**src/design/ssr_regs.vh**
```
/*
 status reporting block: field positions, reset values, sizes.
 assumes inclusion by bare name from the design files under design/.
*/
`ifndef SSR_REGS_VH
`define SSR_REGS_VH

// status byte bit positions
`define SSR_SB_MEAS 0
`define SSR_SB_SPARE 1
`define SSR_SB_EAV 2
`define SSR_SB_QUES 3
`define SSR_SB_MAV 4
`define SSR_SB_ESB 5
`define SSR_SB_RQS 6
`define SSR_SB_OPER 7
// summary bits that take part in the service request
`define SSR_SUM_MASK 8'hBD
// reset values
`define SSR_SRE_RST 8'h00
`define SSR_EN_RST 16'h0000
`define SSR_EV_RST 16'h0000
// register set geometry
`define SSR_NSETS 4
`define SSR_SET_OPER 0
`define SSR_SET_QUES 1
`define SSR_SET_MEAS 2
`define SSR_SET_STD 3
`define SSR_SET_W 16
// error queue
`define SSR_EQ_DEPTH 10
`define SSR_EQ_AW 4
`define SSR_EQ_W 16
`define SSR_EQ_LAST 4'h9
`define SSR_EQ_ZERO 4'h0
`define SSR_EQ_ONE 4'h1
`define SSR_EQ_FULL 4'hA

`endif

```
**src/design/ssr_err_queue.v**
```verilog
/*
 error queue: ten-entry fifo of message codes, drops when full.
 assumes push and pop strobes are one-cycle pulses on clk_i.
*/
`timescale 1ns/100ps
`default_nettype none
`include "ssr_regs.vh"

module ssr_err_queue (
    // clock and reset
    input wire clk_i,
    input wire reset_n_i,
    // write side
    input wire push_i,
    input wire [`SSR_EQ_W-1:0] push_data_i,
    // read side
    input wire pop_i,
    output reg [`SSR_EQ_W-1:0] head_o,
    output wire avail_o,
    output wire full_o,
    output reg [`SSR_EQ_AW-1:0] count_o
);

    reg [`SSR_EQ_W-1:0] mem_q [0:`SSR_EQ_DEPTH-1]; // message store
    reg [`SSR_EQ_AW-1:0] wr_q; // write pointer
    reg [`SSR_EQ_AW-1:0] rd_q; // read pointer
    wire do_push;
    wire do_pop;

    assign full_o = (count_o == `SSR_EQ_FULL);
    assign avail_o = (count_o != `SSR_EQ_ZERO);
    // arrivals while full are dropped, old entries kept
    assign do_push = push_i && !full_o;
    assign do_pop = pop_i && avail_o;

    // storage, no reset needed on data
    always @(posedge clk_i) begin
        if (do_push) begin
            mem_q[wr_q] <= push_data_i;
        end
    end

    // pointers and count
    always @(posedge clk_i or negedge reset_n_i) begin
        if (!reset_n_i) begin
            wr_q <= `SSR_EQ_ZERO;
            rd_q <= `SSR_EQ_ZERO;
            count_o <= `SSR_EQ_ZERO;
        end else begin
            if (do_push) begin
                wr_q <= (wr_q == `SSR_EQ_LAST) ? `SSR_EQ_ZERO : wr_q + `SSR_EQ_ONE;
            end
            if (do_pop) begin
                rd_q <= (rd_q == `SSR_EQ_LAST) ? `SSR_EQ_ZERO : rd_q + `SSR_EQ_ONE;
            end
            if (do_push && !do_pop) begin
                count_o <= count_o + `SSR_EQ_ONE;
            end else if (do_pop && !do_push) begin
                count_o <= count_o - `SSR_EQ_ONE;
            end
        end
    end

    // head word read straight from the store, zero when empty; a
    // registered head would lag a pop or a push by one cycle and hand a
    // back-to-back query a stale word
    always @* begin
        head_o = {`SSR_EQ_W{1'b0}};
        if (avail_o) begin
            head_o = mem_q[rd_q];
        end
    end

endmodule
`default_nettype wire

```
**src/design/ssr_reg_set.v**
```verilog
/*
 one status register set: condition in, latched event, enable mask,
 summary out. assumes condition bits are synchronous to clk_i.
*/
`timescale 1ns/100ps
`default_nettype none
`include "ssr_regs.vh"

module ssr_reg_set (
    // clock and reset
    input wire clk_i,
    input wire reset_n_i,
    // live conditions
    input wire [`SSR_SET_W-1:0] cond_i,
    // control strobes
    input wire ev_read_i,          // event read, clears after capture
    input wire clear_i,            // clear-status
    input wire en_wr_i,            // enable write
    input wire en_clr_i,           // preset clear of enable
    input wire [`SSR_SET_W-1:0] en_wdata_i,
    // state out
    output reg [`SSR_SET_W-1:0] event_o,
    output reg [`SSR_SET_W-1:0] enable_o,
    output wire summary_o
);

    wire [`SSR_SET_W-1:0] ev_d; // next event value

    // new conditions win over a clear in the same cycle
    assign ev_d = ((ev_read_i || clear_i) ? `SSR_EV_RST : event_o) | cond_i;

    // event latch
    always @(posedge clk_i or negedge reset_n_i) begin
        if (!reset_n_i) begin
            event_o <= `SSR_EV_RST;
        end else begin
            event_o <= ev_d;
        end
    end

    // enable mask, untouched by reads
    always @(posedge clk_i or negedge reset_n_i) begin
        if (!reset_n_i) begin
            enable_o <= `SSR_EN_RST;
        end else if (en_wr_i) begin
            enable_o <= en_wdata_i;
        end else if (en_clr_i) begin
            enable_o <= `SSR_EN_RST;
        end
    end

    // masked or of events
    assign summary_o = |(event_o & enable_o);

endmodule
`default_nettype wire

```
**src/design/ssr_status_top.v**
```verilog
/*
 status reporting core: four register sets, error queue, output queue
 flag, status byte, service request enable and request line.
 assumes command decode lives outside and gives one-cycle strobes on
 clk_i; condition inputs and output-queue level are on clk_i too.
 assumes the bus interface turns the level on srq_o into the pull on
 the service request wire and clocks the poll byte out itself.
 limitation: an error query that loses to a higher query still pops.
*/
`timescale 1ns/100ps
`default_nettype none
`include "ssr_regs.vh"

// Functional notes
// four register sets each feed one summary
// condition registers read-only, follow live state
// condition bit sets latched event bit
// event AND enable, ORed into summary
// event read, clear-status, power clear events
// enable zero masks event, one passes
// enable reads harmless; power clears enables
// preset clears three enables, not standard
// per-set event and condition queries
// output queue data sets message available
// error queue fifo of ten entries
// error push sets available; empty clears
// controller queries then addresses talk
// status byte summaries follow inputs, unlatched
// common query shows master summary, clears none
// serial poll returns and resets request
// power, clear-status clear status byte; clear-status here leaves error available and message available standing
// service enable masks summaries from bit six
// service enable written, readable, resets zero
// enabled summary rising sets request line
// after poll, new occurrence re-requests; here only an enabled summary rise or a repeat rise of a latched bit does
// full error queue drops new messages
module ssr_status_top (
    // clock and reset
    input wire clk_i,
    input wire reset_n_i,
    // live conditions, one word per set
    input wire [`SSR_SET_W-1:0] cond_oper_i,
    input wire [`SSR_SET_W-1:0] cond_ques_i,
    input wire [`SSR_SET_W-1:0] cond_meas_i,
    input wire [`SSR_SET_W-1:0] cond_std_i,
    // per-set queries and enable access, index selects the set
    input wire [1:0] set_sel_i,
    input wire cond_query_i,
    input wire event_query_i,
    input wire enable_query_i,
    input wire enable_wr_i,
    input wire [`SSR_SET_W-1:0] enable_wdata_i,
    // common commands
    input wire clear_status_i,
    input wire status_preset_i,
    input wire stb_query_i,
    input wire sre_wr_i,
    input wire [7:0] sre_wdata_i,
    input wire sre_query_i,
    // output queue level from the response formatter
    input wire out_queue_nonempty_i,
    // error queue
    input wire err_push_i,
    input wire [`SSR_EQ_W-1:0] err_code_i,
    input wire err_query_i,
    // serial poll
    input wire serial_poll_i,
    // answers
    output reg [`SSR_SET_W-1:0] rdata_o,
    output reg rvalid_o,
    output reg [7:0] poll_byte_o,
    output reg poll_valid_o,
    // service request line, level
    output wire srq_o,
    // error queue state
    output wire [`SSR_EQ_AW-1:0] err_count_o
);

    // set-level buses
    wire [`SSR_SET_W-1:0] cond_w [0:`SSR_NSETS-1];
    wire [`SSR_SET_W-1:0] event_w [0:`SSR_NSETS-1];
    wire [`SSR_SET_W-1:0] enable_w [0:`SSR_NSETS-1];
    wire [`SSR_NSETS-1:0] summary_w;
    // error queue wires
    wire [`SSR_EQ_W-1:0] eq_head;
    wire eq_avail;
    // status byte pieces
    wire [7:0] sum_byte;   // summaries, bit six zero
    wire mss;              // master summary
    wire [7:0] stb_mss;    // byte as given to the common query
    wire [7:0] stb_rqs;    // byte as given to serial poll
    reg [7:0] sre_q;       // service request enable
    reg [7:0] prev_en_q;   // enabled summaries last cycle
    reg rqs_q;             // request for service
    reg rqs_d;
    wire [7:0] en_sum;     // enabled summaries now
    wire rise;             // any enabled summary went 0 to 1, or a repeat occurrence
    // repeat occurrences while an event stays latched
    wire [`SSR_NSETS-1:0] fresh_w; // per set, enabled condition rose again
    wire [7:0] fresh_byte; // fresh flags at summary positions
    wire fresh_req;        // a fresh flag passed the service enable
    wire any_query;        // some query strobe this cycle

    // condition words pass straight through and are never written, so
    // the condition query always shows the live state
    assign cond_w[`SSR_SET_OPER] = cond_oper_i;
    assign cond_w[`SSR_SET_QUES] = cond_ques_i;
    assign cond_w[`SSR_SET_MEAS] = cond_meas_i;
    assign cond_w[`SSR_SET_STD] = cond_std_i;

    // one register set per status group; the standard set is spared by
    // the preset, so its enable changes only by a write
    genvar gi;
    generate
        for (gi = 0; gi < `SSR_NSETS; gi = gi + 1) begin : g_set
            // set select and standard-set flag for this group
            wire sel;
            wire is_std;
            assign sel = (set_sel_i == gi);
            assign is_std = (gi == `SSR_SET_STD);
            ssr_reg_set u_set (
                .clk_i(clk_i),
                .reset_n_i(reset_n_i),
                .cond_i(cond_w[gi]),
                .ev_read_i(event_query_i && sel),
                .clear_i(clear_status_i),
                .en_wr_i(enable_wr_i && sel),
                .en_clr_i(status_preset_i && !is_std),
                .en_wdata_i(enable_wdata_i),
                .event_o(event_w[gi]),
                .enable_o(enable_w[gi]),
                .summary_o(summary_w[gi])
            );
            // condition history, reset to the idle level of the inputs
            reg [`SSR_SET_W-1:0] prev_cond_q;
            always @(posedge clk_i or negedge reset_n_i) begin
                if (!reset_n_i) begin
                    prev_cond_q <= {`SSR_SET_W{1'b0}};
                end else begin
                    prev_cond_q <= cond_w[gi];
                end
            end
            // a condition that rises again while its event bit is still
            // latched leaves the summary flat; flag it so that a poll
            // cannot hide the repeat from the controller
            assign fresh_w[gi] = |(cond_w[gi] & ~prev_cond_q &
                                   event_w[gi] & enable_w[gi]);
        end
    endgenerate

    // error queue; its full flag is not needed here since drops are
    // handled inside the queue
    // clear-status leaves the queue alone, only reads drain it
    ssr_err_queue u_eq (
        .clk_i(clk_i),
        .reset_n_i(reset_n_i),
        .push_i(err_push_i),
        .push_data_i(err_code_i),
        .pop_i(err_query_i),
        .head_o(eq_head),
        .avail_o(eq_avail),
        .full_o(),
        .count_o(err_count_o)
    );

    // status byte map, bit by bit:
    //   b7 operation summary, b6 master summary or request
    //   b5 standard event summary, b4 message available
    //   b3 questionable summary, b2 error available
    //   b1 spare, always zero, b0 measurement summary
    // the spare and b6 stay out of the service enable mask
    // summaries placed straight into the byte, no latching
    assign sum_byte[`SSR_SB_MEAS] = summary_w[`SSR_SET_MEAS];
    assign sum_byte[`SSR_SB_SPARE] = 1'b0;
    assign sum_byte[`SSR_SB_EAV] = eq_avail;
    assign sum_byte[`SSR_SB_QUES] = summary_w[`SSR_SET_QUES];
    // formatter holds this; clear-status may leave it set
    assign sum_byte[`SSR_SB_MAV] = out_queue_nonempty_i;
    assign sum_byte[`SSR_SB_ESB] = summary_w[`SSR_SET_STD];
    assign sum_byte[`SSR_SB_RQS] = 1'b0;
    assign sum_byte[`SSR_SB_OPER] = summary_w[`SSR_SET_OPER];

    // fresh flags placed like the summaries they stand beside; the queue
    // flags carry no event latch, so their own rise is enough
    assign fresh_byte[`SSR_SB_MEAS] = fresh_w[`SSR_SET_MEAS];
    assign fresh_byte[`SSR_SB_SPARE] = 1'b0;
    assign fresh_byte[`SSR_SB_EAV] = 1'b0;
    assign fresh_byte[`SSR_SB_QUES] = fresh_w[`SSR_SET_QUES];
    assign fresh_byte[`SSR_SB_MAV] = 1'b0;
    assign fresh_byte[`SSR_SB_ESB] = fresh_w[`SSR_SET_STD];
    assign fresh_byte[`SSR_SB_RQS] = 1'b0;
    assign fresh_byte[`SSR_SB_OPER] = fresh_w[`SSR_SET_OPER];

    // mask only the summary positions; master summary is combinational,
    // so it falls in the cycle the last enabled summary clears
    assign en_sum = sum_byte & sre_q & `SSR_SUM_MASK;
    assign mss = |en_sum;
    assign stb_mss = sum_byte | ({7'h00, mss} << `SSR_SB_RQS);
    assign stb_rqs = sum_byte | ({7'h00, rqs_q} << `SSR_SB_RQS);
    assign fresh_req = |(fresh_byte & sre_q & `SSR_SUM_MASK);
    // request cause: an enabled summary edge, or a repeat occurrence
    assign rise = |(en_sum & ~prev_en_q) | fresh_req;

    // service request enable
    // clear-status leaves it alone: only power or a zero write clears it
    always @(posedge clk_i or negedge reset_n_i) begin
        if (!reset_n_i) begin
            sre_q <= `SSR_SRE_RST;
        end else if (sre_wr_i) begin
            // a zero write is the only clear short of power
            sre_q <= sre_wdata_i;
        end
    end

    // edge history of enabled summaries
    // masked history, so a service enable write that uncovers a set
    // summary counts as a new cause too
    always @(posedge clk_i or negedge reset_n_i) begin
        if (!reset_n_i) begin
            prev_en_q <= 8'h00;
        end else begin
            prev_en_q <= en_sum;
        end
    end

    // request flag: a new rise beats the poll reset in the same cycle
    // a cause seen in the poll cycle must not be lost, or the controller
    // would never hear of it
    always @* begin
        rqs_d = rqs_q;
        if (serial_poll_i || clear_status_i) begin
            rqs_d = 1'b0;
        end
        // cause applied last so that it wins
        if (rise) begin
            rqs_d = 1'b1;
        end
    end

    always @(posedge clk_i or negedge reset_n_i) begin
        if (!reset_n_i) begin
            rqs_q <= 1'b0;
        end else begin
            rqs_q <= rqs_d;
        end
    end

    // srq pulled while request pending
    // level output, held until a poll or clear-status drops the flag
    assign srq_o = rqs_q;

    // serial poll answer, byte sampled before the reset of the flag
    // the byte takes the flag before this edge resets it, so the
    // controller sees the request that it is answering
    always @(posedge clk_i or negedge reset_n_i) begin
        if (!reset_n_i) begin
            poll_byte_o <= 8'h00;
            poll_valid_o <= 1'b0;
        end else begin
            // one-cycle answer pulse per poll
            poll_valid_o <= serial_poll_i;
            if (serial_poll_i) begin
                poll_byte_o <= stb_rqs;
            end
        end
    end

    // any query strobe earns one answer pulse
    assign any_query = cond_query_i || event_query_i || enable_query_i ||
                       stb_query_i || sre_query_i || err_query_i;

    // query answers; queries are exclusive, first one wins
    // a strobe that loses is not answered; rdata_o stands until the
    // next answer
    always @(posedge clk_i or negedge reset_n_i) begin
        if (!reset_n_i) begin
            rdata_o <= {`SSR_SET_W{1'b0}};
            rvalid_o <= 1'b0;
        end else begin
            rvalid_o <= any_query;
            if (cond_query_i) begin
                rdata_o <= cond_w[set_sel_i];
            end else if (event_query_i) begin
                // value before the read clears it
                rdata_o <= event_w[set_sel_i];
            end else if (enable_query_i) begin
                rdata_o <= enable_w[set_sel_i];
            end else if (stb_query_i) begin
                // reading the byte clears nothing
                rdata_o <= {8'h00, stb_mss};
            end else if (sre_query_i) begin
                rdata_o <= {8'h00, sre_q};
            end else if (err_query_i) begin
                // oldest word, or zero from an empty queue
                rdata_o <= eq_head;
            end
        end
    end

endmodule
`default_nettype wire

```
**config.mk**
```make
export PLATFORM = sky130hd
export DESIGN_NAME = ssr_status_top
export DESIGN_NICKNAME = d
export VERILOG_FILES = /design/src/design/ssr_err_queue.v /design/src/design/ssr_reg_set.v /design/src/design/ssr_status_top.v
export VERILOG_INCLUDE_DIRS = /design/src /design/src/design
export SDC_FILE = /design/constraint.sdc
export NUM_CORES = 1
export LEC_CHECK = 0
export ABC_AREA = 0
export ABC_CLOCK_PERIOD_IN_PS = 2950
export BUFFER_PORTS_ARGS = -buffer_cell sky130_fd_sc_hd__buf_2
export CORE_MARGIN = 2
export CORE_UTILIZATION = 40
export CTS_CLUSTER_SIZE = 40
export DETAILED_ROUTE_END_ITERATION = 8
export GPL_TIMING_DRIVEN = 1
export PLACE_DENSITY_LB_ADDON = 0.25
export SLEW_MARGIN = 15
export SYNTH_ARGS = -nofsm -noshare
export SYNTH_HDL_FRONTEND = slang
export SYNTH_SLANG_ARGS = --single-unit
```
**constraint.sdc**
```tcl
create_clock -name clk_i -period 2.95 [get_ports clk_i]
set_clock_uncertainty 0.2 [all_clocks]
set_input_delay 0.295 -clock clk_i [delete_from_list [all_inputs] [get_ports clk_i]]
set_output_delay 0.295 -clock clk_i [all_outputs]
set_load 0.02 [all_outputs]
```
# Yosys cells after proc, flatten, opt, wreduce, memory -nomap -nowiden

Memories as Yosys holds them, arrays and structs flattened.
Cells that the tools add are included.

Input port bits: 121
Flip-flop bits (word level): 245
Word-level logic and storage cells: 142
Bits in writable memories: 160
Output and inout port bits: 31
Memories: 1

Add/subtract/negate cells: 4
Reduce and logical (&&, ||, !) cells: 44
Equal/unequal tests: 6
Multiplexer cells: 32
Bitwise gates (word level): 32
Magnitude comparators: 1

Memory list:

| name       | depth | bits a word | rd ports | clocked after memory_dff | write ports | RTL line           | text |
|---|---|---|---|---|---|---|---|
| u_eq.mem_q | 10    | 16          | 1        | 0                        | 1           | ssr_err_queue.v:24 | `` reg [`SSR_EQ_W-1:0] mem_q [0:`SSR_EQ_DEPTH-1]; `` |

Operators with widths:

| kind                                                      | count |
|---|---|
| 2-to-1 mux 16 bit                                         | 21 |
| bitwise AND 16 bit                                        | 16 |
| OR reduction 16 bit                                       | 8 |
| binary-select mux 16 bit (select 2 bit)                   | 3 |
| inverter 16 bit                                           | 4 |
| OR 16 bit                                                 | 4 |
| bitwise AND 8 bit                                         | 3 |
| 2-to-1 mux 4 bit                                          | 4 |
| OR 8 x 7 -> 8 bit                                         | 2 |
| adder 4 x 1 -> 4 bit (second input constant)              | 3 |
| equality test 4 bit (second input constant)               | 3 |
| logical AND 1 bit                                         | 12 |
| OR reduction 6 bit                                        | 2 |
| logical OR 1 bit                                          | 10 |
| nonzero test 2 bit                                        | 5 |
| inverter 8 bit                                            | 1 |
| OR reduction 8 bit                                        | 1 |
| nonzero test 6 bit                                        | 1 |
| equality test 2 bit (second input constant)               | 2 |
| 2-to-1 mux 1 bit                                          | 4 |
| nonzero test 4 bit                                        | 1 |
| subtractor 4 x 1 -> 4 bit (second input constant)         | 1 |
| greater-or-equal comparator 3 bit (second input constant) | 1 |
| zero test 1 bit                                           | 3 |
| 4 further kinds                                           | 4 |

# Longest topological paths before layout

Gate-level depths: netlist of the first run.

Depth after elaboration: 9
Depth in mapped cells: 11
Mapped depth without buffers: 11

# Cells and area by module

A second synthesis of the first run with hierarchy kept.

Cells, all modules: 1223
Area, all modules: 17656.9 um^2

Modules (own cells, without submodules):

| module         | area each (um^2) | seq. area each (um^2) | instances | cells each |
|---|---|---|---|---|
| ssr_err_queue  | 6769.0           | 5104.9                | 1         | 339 |
| ssr_status_top | 5647.9           | 2602.5                | 1         | 440 |
| ssr_reg_set    | 1310.0           | 800.8                 | 4         | 111 |

# Least setup slack after synthesis of the first run

No wires, ideal clock.

Path type: reg2reg
Start point: reg u_eq.count_o[0]
End point: mem u_eq.mem_q[1][0] (netlist name), enable pin
Buffers on the path: 0
Data arrival time: 2545 ps
Path slack: -225 ps
Cell stages (with the launch flop): 5
Path through: dfrtp_1 -> o31ai_1 -> inv_1 -> nand2_1 -> nor4_1

Cells in the longest elaborated chain, start to end: 5

Ends and longest elaborated chain:

| item                                   | RTL line           | text |
|---|---|---|
| from (decl)                            | ssr_err_queue.v:21 | `` output reg [`SSR_EQ_AW-1:0] count_o `` |
| from (signal assigned)                 | ssr_err_queue.v:48 | `` count_o <= `SSR_EQ_ZERO; `` |
| from (signal assigned)                 | ssr_err_queue.v:57 | `` count_o <= count_o + `SSR_EQ_ONE; `` |
| from (signal assigned)                 | ssr_err_queue.v:59 | `` count_o <= count_o - `SSR_EQ_ONE; `` |
| equality test 4 bit (no source line)   | -                  |  |
| zero test 1 bit                        | ssr_err_queue.v:33 | `assign do_push = push_i && !full_o;` |
| logical AND 1 bit                      | ssr_err_queue.v:33 |  |
| named net u_eq.do_push                 | ssr_err_queue.v:27 | `wire do_push;` |
| 2-to-1 mux 1 bit                       | ssr_err_queue.v:38 | `if (do_push) begin` |
| 2-to-1 mux 1 bit (not written as such) | ssr_err_queue.v:39 | `mem_q[wr_q] <= push_data_i;` |
| to (decl)                              | ssr_err_queue.v:24 |  |

The timed path passes the listed nets, and every way through them passes these cells.

# Final worst setup path of the first run

Start point: reg u_eq.count_o[0]
End point: reg u_eq.count_o[3]

Cells in the longest elaborated chain, start to end: 6
Elaborated cells between the ends (all ways): 14
Those cells by class: add/sub: 2; eq/ne: 1; mux: 2; reduce/logical: 9

Ends and longest elaborated chain:

| item |
|---|
| branches (longest 6 deep; another with subtractor 4 x 1 -> 4 bit) |

Parallel ways; which one is timed is not known. The select of a mux whose other input is x is not followed.
A chain may end at the register's enable or synchronous reset.

==> impl_metrics.csv, run 1 <==
group,metric,value,unit
status,outcome,"completed",
synth,synthTopCellsByCount,"244 x dfrtp_1, 160 x edfxtp_1, 112 x nand2_1, 67 x mux4_2, 65 x a21o_1",
pwr,ir_drop,586.9,uV
sta,finalCritPeriodShare,0.9348,
min_path,hold_path_class,"in2reg",
layout,final_area,21780,sq um
route,post-route-drc-count,0,
sta,fmax,362.6,MHz
clock_network,clk_path_buf_depth,3,
layout,drive_above_1_share,0.2521,
setup_path,cp_data_required_time,3210,ps
synth,avgSynthCellArea,14.49,sq um
grt,antenna_found_initial,0,
sta,report.final.slew_viol_count,0,
layout,final_nets,1628,
floorplan,num_io_pins,152,
clock_network,postCtsSetupBuffers,0,
sta,worst_pin_slew,868.8,ps
grt,grt_max_degree,72,
placed_design,routabilityCongestion,0.9213,
sta,hold_viol,0,
sta,setup_tns,0,ps
synth,synth.most_common_cell,"dfrtp_1",
floorplan,die_height,212.3,um
synth,synthesis.nets,1323,
route,vias_per_cell,5.788,
setup_path,crit_path_end,"u_eq.count_o[3]$_DFFE_PN0P_",
floorplan,std_cell_rows,76,
pwr,power_leakage,8.748,nW
placed_design,io_buffers,150,
synth,synth_area,17350,sq um
clock_network,root_buffer,"clkbuf_16",
clock_network,cts_max_level,2,
synth,synth_area_leaders,"dfrtp_1 35%, edfxtp_1 28%, mux4_2 8.7%",
pwr,power,16.15,mW
grt,first_global_vias,12264,
sta,rsz0062_at_grt,"no",
setup_path,end_kind,"flop",
setup_path,reg2reg_to,"u_eq.count_o[3]$_DFFE_PN0P_",
setup_path,cp-startpoint,"u_eq.count_o[0]$_DFFE_PN0P_",
setup_path,arrival,3020,ps
sta,setup_viol_count_final,0,
floorplan,die_w,212.3,um
synth,synthArstFlopShare,0.6040,
setup_path,r2r-start,"u_eq.count_o[0]$_DFFE_PN0P_",
sta,min_period,2758,ps
route,vias,12294,
floorplan,initial_core_util,0.4038,
clock_network,clk_latency,580,ps
setup_path,path_class,"reg2reg",
route,avgRoutedWirePerCell,26.40,um
floorplan,coreArea,42980,sq um
setup_path,r2r_slack,190,ps
grt,grt_pass1_wl,82210,um
flow_run,cap_violations,0,
synth,synth_edf_count,160,
clock_network,cts_tree,"yes",
sta,relSlewSlack,0.4208,
placed_design,placedInstanceArea,19080,sq um
setup_path,reg2regPathDepth,10,
synth,ys_ff_latch,404,
route,drt-pass1-iter-count,5,
clock_network,cts-buffers-inserted,44,
pwr,power_density,741.8,nW/um^2
layout,area_growth,25.48,%
synth,ys_types,55,
grt,grt_overflow_total,0,
synth,yosysTopAreaCellShare,0.3518,
clock_network,path_clk_slew,60,ps
grt,grtUsageTotal,0.2539,
route,wl,56060,um
route,drtAntennaViolNets,0,
placed_design,dp_hpwl,39740,um
synth,yosys_warnings,0,
layout,n_antenna_cell,0,
route,drt_iter0_markers,1435,
clock_network,clock-sinks,404,
floorplan,fp.dieArea,45070,sq um
synth,ys_seq_area_frac,0.6287,
setup_path,start_kind,"flop",
synth,synth_cells,1198,
synth,yosys.area.top_type,"dfrtp_1",
layout,fillCellCount,3752,
setup_path,crit_path_max_fanout,7,
synth,ys.flop_type,"dfrtp_1",
==> sequential cells by signal, summed over array words and instances (netlist names), 6 cells and up <==
register,cells
g_set.u_set.enable_o,64
u_eq.mem_q,160
poll_byte_o,7
g_set.prev_cond_q,64
sre_q,8
prev_en_q,6
g_set.u_set.event_o,64
rdata_o,16
==> kinds of logic (layout without fill, tap and decap cells) <==
group | Yosys count | count (layout) | share of synthesized area
buf+inv | 84 | 425 | 0.02249
simple gates | 332 | 332 | 0.1112
compound gates | 234 | 234 | 0.09445
other cells | 1 | 1 | 0.0002161
flops | 404 | 404 | 0.6287
xor+xnor | 8 | 8 | 0.004038
mux | 131 | 131 | 0.1356
fa+ha+maj | 4 | 4 | 0.003317
==> how the worst min path moves through the flow <==
stage	slack [ps]	start	endpoint	cells after the start
after floorplan	-200	reset_n_i	g_set[0].prev_cond_q[0]$_DFF_PN0_	0
after global placement	120	reset_n_i	g_set[1].u_set.enable_o[8]$_DFFE_PN0P_	1
after detailed placement	110	reset_n_i	g_set[2].u_set.enable_o[14]$_DFFE_PN0P_	1
after CTS	30	clear_status_i	g_set[2].u_set.event_o[2]$_DFF_PN0_	3
after global routing	50	clear_status_i	g_set[2].u_set.event_o[7]$_DFF_PN0_	3
final	40	clear_status_i	g_set[2].u_set.event_o[2]$_DFF_PN0_	3
==> layout make-up <==
| class | count | area (sq um) | area share |
|---|---|---|---|
| tap | 585 | 732.0 | 0.03361 |
| clock buffer | 64 | 1257 | 0.05775 |
| multi-input combinational | 710 | 6136 | 0.2818 |
| sequential | 404 | 10910 | 0.5012 |
| clock inverter | 18 | 245.2 | 0.01126 |
| timing repair buffer | 325 | 2425 | 0.1114 |
| inverter | 18 | 67.56 | 0.003103 |
==> stage by stage <==
stage	cells	hold slack (ps)	utilization	setup WS, ps
after global placement	1923	117.5	0.4438	244.1
after floorplan	1198	-200.6	-	98.58
final	2124	35.64	0.5066	192.3
after CTS	2124	27.39	0.5065	164.5
after global routing	2124	48.33	0.5066	9.742
after detailed placement	1923	113.6	0.4438	182.0
==> report_power, final <==
group | switching, mW | internal, mW
sequential | 0.538 | 6.43
combinational | 1.87 | 1.57
clock | 2.26 | 3.49
==> layout by cell type, fill, tap and decap left out, types with 28 or more instances in the layout <==
| master | n |
|---|---|
| buf_4 | 53 |
| nand3b_1 | 32 |
| a22oi_1 | 37 |
| dfrtp_1 | 242 |
| nand2_1 | 112 |
| o21ai_0 | 28 |
| a21o_1 | 65 |
| dlygate4sd3_1 | 119 |
| edfxtp_1 | 160 |
| buf_2 | 148 |
| mux2_2 | 33 |
| clkbuf_16 | 45 |
| mux4_2 | 67 |
| nand4b_1 | 64 |
==> routing by layer <==
layer  vias up  share of wire  GRT usage
met5         -              0          0
met4         0          0.031    0.08922
met3        80          0.092    0.06706
met2       566           0.43     0.3664
met1      6365           0.44     0.3709
li1       5283              -          -
==> worst max-delay path, cell delays in order, from the launching register on <==
cell and delay, ps:
dfrtp_2 470, or4_1 560, nand2_1 130, ha_1 200
inv_1 100, ha_1 280, a21o_1 180, a21oi_1 190
xnor2_1 140, nor2_1 60, xor2_1 140
==> what timing repair did <==
item	4_1_cts	5_1_grt
resized for setup	0	2
hold buffers	119	0
setup endpoints to repair	0	1
endpoints found under the hold margin	543	0
No activity file was read; power rests on OpenSTA's default activity.
==> inputs of run 2 (changes only) <==
--- a/config.mk
+++ b/config.mk
@@ -8,11 +8,11 @@
 export LEC_CHECK = 0
 export ABC_AREA = 0
 export ABC_CLOCK_PERIOD_IN_PS = 2950
-export BUFFER_PORTS_ARGS = -buffer_cell sky130_fd_sc_hd__buf_2
 export CORE_MARGIN = 2
 export CORE_UTILIZATION = 40
 export CTS_CLUSTER_SIZE = 40
 export DETAILED_ROUTE_END_ITERATION = 8
+export DONT_BUFFER_PORTS = 1
 export GPL_TIMING_DRIVEN = 1
 export PLACE_DENSITY_LB_ADDON = 0.25
 export SLEW_MARGIN = 15
==> impl_metrics.csv, run 2 (synthesis results as in run 1) <==
group,metric,value,unit
status,outcome,"finished, violations left",
status,violations,"negative hold slack",
route,wl,59130,um
layout,area_growth,21.72,%
sta,finalCritPeriodShare,0.9212,
pwr,ir_drop,546.7,uV
setup_path,cp-startpoint,"u_eq.count_o[0]$_DFFE_PN0P_",
setup_path,cp_slowest_stage_delay,560,ps
floorplan,num_io_pins,152,
layout,utilization,0.4915,
clock_network,root_buffer,"clkbuf_16",
setup_path,crit_chain,"or4_1 -> nand2_1 -> ha_1 -> inv_1 -> ha_1 -> a21o_1 -> a21oi_1 -> xnor2_1 -> nor2_1 -> xor2_1",
placed_design,place_inst,1761,
clock_network,postCtsSetupBuffers,0,
route,vias_per_cell,6.052,
clock_network,cts_max_level,2,
min_path,hold_path_class,"in2async",
clock_network,cts_tree,"yes",
route,drtAntennaViolNets,0,
setup_path,cp_data_required_time,3210,ps
flow_run,cap_violations,0,
pwr,power,16.25,mW
sta,setup_viol_count_final,0,
grt,grt_max_degree,245,
layout,fillCellCount,3749,
grt,first_global_vias,12033,
layout,top_register,"u_eq.mem_q",
floorplan,die_height,212.3,um
placed_design,routabilityCongestion,0.9044,
clock_network,clk_latency,570,ps
sta,hold_viol,244,
clock_network,clock-sinks,404,
floorplan,die_w,212.3,um
floorplan,std_cell_rows,76,
sta,worst_pin_slew,963.9,ps
sta,rsz0062_at_grt,"no",
grt,grt_overflow_total,0,
setup_path,start_kind,"flop",
sta,fmax,368.0,MHz
layout,final_nets,1476,
route,avgRoutedWirePerCell,29.97,um
floorplan,initial_core_util,0.4038,
layout,drive_above_1_share,0.1661,
grt,grtUsageTotal,0.2689,
layout,fin_cells,1973,
route,vias,11941,
grt,antenna_found_initial,4,
layout,final_common_cell,"dfrtp_1",
placed_design,dp_hpwl,38390,um
clock_network,path_clk_slew,60,ps
setup_path,end_kind,"flop",
grt,grt_pass1_wl,86250,um
clock_network,postCtsHoldBufs,128,
floorplan,coreArea,42980,sq um
sta,setup_tns,0,ps
route,drt_iter0_markers,1265,
setup_path,cp_common_cell,"ha_1",
setup_path,slowest_stage,"or4_1",
sta,min_period,2717,ps
route,post-route-drc-count,0,
layout,largest_reg_flops,160,
pwr,power_density,769.2,nW/um^2
sta,report.final.slew_viol_count,0,
clock_network,clk_path_buf_depth,3,
floorplan,fp.dieArea,45070,sq um
layout,mostFrequentLayoutCells,"243 x dfrtp_1, 160 x edfxtp_1, 124 x dlygate4sd3_1",
setup_path,crit_path_max_fanout,3,
pwr,power_leakage,8.205,nW
setup_path,r2r-start,"u_eq.count_o[0]$_DFFE_PN0P_",
sta,relSlewSlack,0.3574,
clock_network,cts_resized,0,
setup_path,path_class,"reg2reg",
clock_network,cts-buffers-inserted,45,
setup_path,arrival,2970,ps
placed_design,io_buffers,0,
route,drt-pass1-iter-count,5,
sta,hold_ws,-763.7,ps
run 2: changes by cell type in the layout (fill, tap and decap cells not counted), moves of 3 or more:
cell / before / now
diode_2: 0 / 3
buf_4: 53 / 43
buf_2: 148 / 0
clkbuf_1: 13 / 8
dlygate4sd3_1: 119 / 124
bufinv_16: 6 / 9
run 2: worst paths after layout:
check / slack [ps] / end / cells after the start
max in group asynchronous: 2900 / poll_byte_o[4]$_DFFE_PN0P_ / 0
min: -760 / g_set[2].u_set.enable_o[9]$_DFFE_PN0P_ / 0
max: 230 / u_eq.count_o[3]$_DFFE_PN0P_ / 10
min in group clk_i: 20 / rdata_o[0]$_DFFE_PN0P_ / 5
min reg2reg: 320 / sre_q[1]$_DFFE_PN0P_ / 1
max reg2reg: 230 / u_eq.count_o[3]$_DFFE_PN0P_ / 10
run 2: final cells by class:
class	instances	area [sq um]	area share
multi-input cells	710	6143	0.2908
repair buffers	172	1664	0.07878
clock inverters	22	336.6	0.01593
diodes	3	7.507	0.0003554
clock buffers	59	1261	0.05971
flip-flops and latches	404	10910	0.5166
well taps	585	732.0	0.03465
inverters	18	67.56	0.003198
run 2: worst max-delay path: cells and delay by family (launching register included):
kind / cells / cell delay [ps]
adder cells (fa/ha/maj): 2 / 480
AO/OA/AOI/OAI: 2 / 360
buffers and inverters: 1 / 100
flip-flops: 1 / 380
AND/OR/NAND/NOR: 3 / 770
XOR/XNOR: 2 / 300
run 2: stage by stage:
stage                     setup WS (ps)  instance area, sq um  hold WS, ps
after global routing              98.11                 21120       -784.3
after detailed placement          301.5                 18200       -186.0
after CTS                         284.6                 21120       -801.7
final                             232.5                 21120       -763.7
after global placement            332.4                 18200       -184.5
after floorplan                   98.58                 17360       -200.6
run 2: layer usage:
layer / track usage / wire, um
met5: 0 / 13
met4: 0.08826 / 2025
met3: 0.09513 / 6861
met2: 0.3833 / 25400
met1: 0.3832 / 24830
run 2: where the power goes:
group          total, mW  switching [mW]  internal [mW]
registers           6.98           0.547           6.43
clock network       6.07            2.28           3.79
logic               3.20            1.72           1.48
==> inputs of run 3 (changes only) <==
--- a/config.mk
+++ b/config.mk
@@ -6,7 +6,6 @@
 export SDC_FILE = /design/constraint.sdc
 export NUM_CORES = 1
 export LEC_CHECK = 0
-export ABC_AREA = 0
 export ABC_CLOCK_PERIOD_IN_PS = 2950
 export CORE_MARGIN = 2
 export CORE_UTILIZATION = 40
@@ -18,4 +17,5 @@
 export SLEW_MARGIN = 15
 export SYNTH_ARGS = -nofsm -noshare
 export SYNTH_HDL_FRONTEND = slang
+export SYNTH_HIERARCHICAL = 1
 export SYNTH_SLANG_ARGS = --single-unit
==> impl_metrics.csv, run 3 <==
group,metric,value,unit
status,outcome,"finished, violations left",
status,violations,"negative hold slack",
setup_path,cp_data_required_time,3240,ps
pwr,ir_drop,506.8,uV
floorplan,fp.dieArea,45830,sq um
grt,grt_max_degree,245,
clock_network,clk_latency,580,ps
pwr,switching_share,0.2838,
synth,avgSynthCellArea,14.45,sq um
clock_network,postCtsSetupBuffers,0,
setup_path,path_class,"reg2reg",
floorplan,die_height,214.1,um
clock_network,clock-sinks,404,
grt,antenna_found_initial,4,
clock_network,postCtsHoldBufs,134,
sta,setup_viol_count_final,0,
clock_network,root_buffer,"clkbuf_16",
route,wl,55430,um
setup_path,cp_top_family,"compound AO/OA/AOI/OAI gates",
layout,drive_above_1_share,0.1741,
floorplan,coreArea,43360,sq um
sta,fmax,349.0,MHz
synth,synth_cells,1222,
route,avgRoutedWirePerCell,27.73,um
sta,worst_pin_slew,1033,ps
flow_run,cap_violations,0,
route,drt-pass1-iter-count,5,
setup_path,cp_slowest_stage_delay,540,ps
sta,finalCritPeriodShare,0.9713,
placed_design,place_inst,1782,
min_path,hold_path_class,"in2async",
layout,largest_reg_flops,160,
setup_path,start_kind,"flop",
clock_network,cts-buffers-inserted,44,
clock_network,cts_max_level,2,
setup_path,cp_num_cells,8,
synth,synth_area,17650,sq um
setup_path,arrival,3150,ps
pwr,power_leakage,8.141,nW
pwr,switchingPower,4.700,mW
pwr,p_int,11.86,mW
pwr,power_density,775.5,nW/um^2
route,vias,11812,
placed_design,dp_hpwl,36000,um
sta,finalWorstSetupSlack,84.69,ps
sta,rsz0062_at_grt,"no",
placed_design,routabilityCongestion,0.9085,
pwr,seq_power_share,0.420,
floorplan,num_io_pins,152,
sta,hold_viol,244,
layout,top_register,"u_eq/mem_q",
clock_network,clk_path_buf_depth,3,
sta,setup_tns,0,ps
grt,grt_pass1_wl,82400,um
grt,grt_overflow_total,0,
clock_network,path_clk_slew,60,ps
layout,fin_cells,1999,
layout,final_nets,1502,
setup_path,reg2regPathDepth,8,
setup_path,crit_chain,"nand2b_1 -> buf_4 -> o22ai_1 -> a211oi_1 -> a221oi_1 -> nor3_1 -> a21oi_1 -> a21oi_1",
sta,report.final.slew_viol_count,0,
layout,area_growth,20.96,%
clock_network,cts_tree,"yes",
setup_path,end_kind,"flop",
placed_design,io_buffers,0,
route,vias_per_cell,5.909,
setup_path,critPathBufInv,1,
setup_path,r2r_slack,80,ps
setup_path,cp_common_cell,"a21oi_1",
floorplan,std_cell_rows,76,
grt,first_global_vias,11926,
sta,min_period,2865,ps
route,drt_iter0_markers,1044,
layout,fillCellCount,3807,
sta,relSlewSlack,0.3088,
setup_path,crit_path_max_fanout,8,
synth,yosys_warnings,6,
pwr,power_frac_clock,0.370,
pwr,combPwrFrac,0.210,
route,post-route-drc-count,0,
placed_design,post-place-ws,158.4,ps
route,drtAntennaViolNets,0,
floorplan,initial_core_util,0.4071,
layout,final_common_cell,"dfrtp_1",
sta,hold_ws,-774.3,ps
layout,mostFrequentLayoutCells,"243 x dfrtp_1, 160 x edfxtp_1, 131 x dlygate4sd3_1",
setup_path,slowest_stage,"a211oi_1",
grt,grtUsageTotal,0.2432,
floorplan,die_w,214.1,um
[run 3: what timing repair did]
action	CTS	global route
gates resized for setup	0	2
endpoints found under the setup margin	0	2
endpoints found under the hold margin	637	244
[run 3: worst register-to-register path, cell delays in order (launching register included)]
cell and delay [ps]:
dfrtp_1 420, nand2b_1 450, buf_4 280, o22ai_1 120, a211oi_1 540, a221oi_1 190
nor3_1 280, a21oi_1 110, a21oi_1 210
[run 3: per-stage QoR]
step / total power, mW / cell area, sq um / util
floorplan: 9.172 / 17700 / -
global placement: 10.21 / 18370 / 0.4237
detailed placement: 10.27 / 18370 / 0.4237
CTS: 16.67 / 21350 / 0.4924
global route: 17.18 / 21350 / 0.4924
finish: 16.56 / 21350 / 0.4924
[run 3: final timing paths]
| kind | from | end |
|---|---|---|
| worst max-delay path | u_eq/rd_q[3]$_DFFE_PN0P_ | rdata_o[13]$_DFFE_PN0P_ |
| worst min-delay path | reset_n_i | g_set[1].u_set/enable_o[12]$_DFFE_PN0P_ |
| worst max register to register | u_eq/rd_q[3]$_DFFE_PN0P_ | rdata_o[13]$_DFFE_PN0P_ |
| worst min register to register | g_set[0].u_set/event_o[12]$_DFF_PN0_ | g_set[0].u_set/event_o[12]$_DFF_PN0_ |
| max in group asynchronous | reset_n_i | u_eq/rd_q[1]$_DFFE_PN0P_ |
| min in group clk_i | cond_meas_i[5] | rdata_o[5]$_DFFE_PN0P_ |
[run 3: layer usage]
layer / wire, um / vias to the layer above / global-route usage
li1: - / 5051 / -
met1: 24160 / 6154 / 0.3468
met2: 24400 / 515 / 0.3558
met3: 5325 / 86 / 0.07830
met4: 1515 / 6 / 0.07407
met5: 41 / - / 0
[run 3: cell type report]
class	instances	area (sq um)	share of cell area
clock buffer	63	1275	0.05971
clock inverter	19	346.6	0.01623
tap	585	732.0	0.03428
inverter	18	67.56	0.003164
multi-input combinational	737	6351	0.2974
sequential	404	10910	0.5110
timing repair buffer	172	1667	0.07805
antenna	1	2.502	0.0001172
[run 3: power by group through the flow]
stage                     clock network [mW]  logic [mW]  registers [mW]
after CTS                               6.22        3.49            6.95
after detailed placement                   0        3.21            7.06
after global placement                     0        3.17            7.04
final                                   6.13        3.48            6.96
after floorplan                            0        2.27            6.90
after global routing                    6.45        3.71            7.02
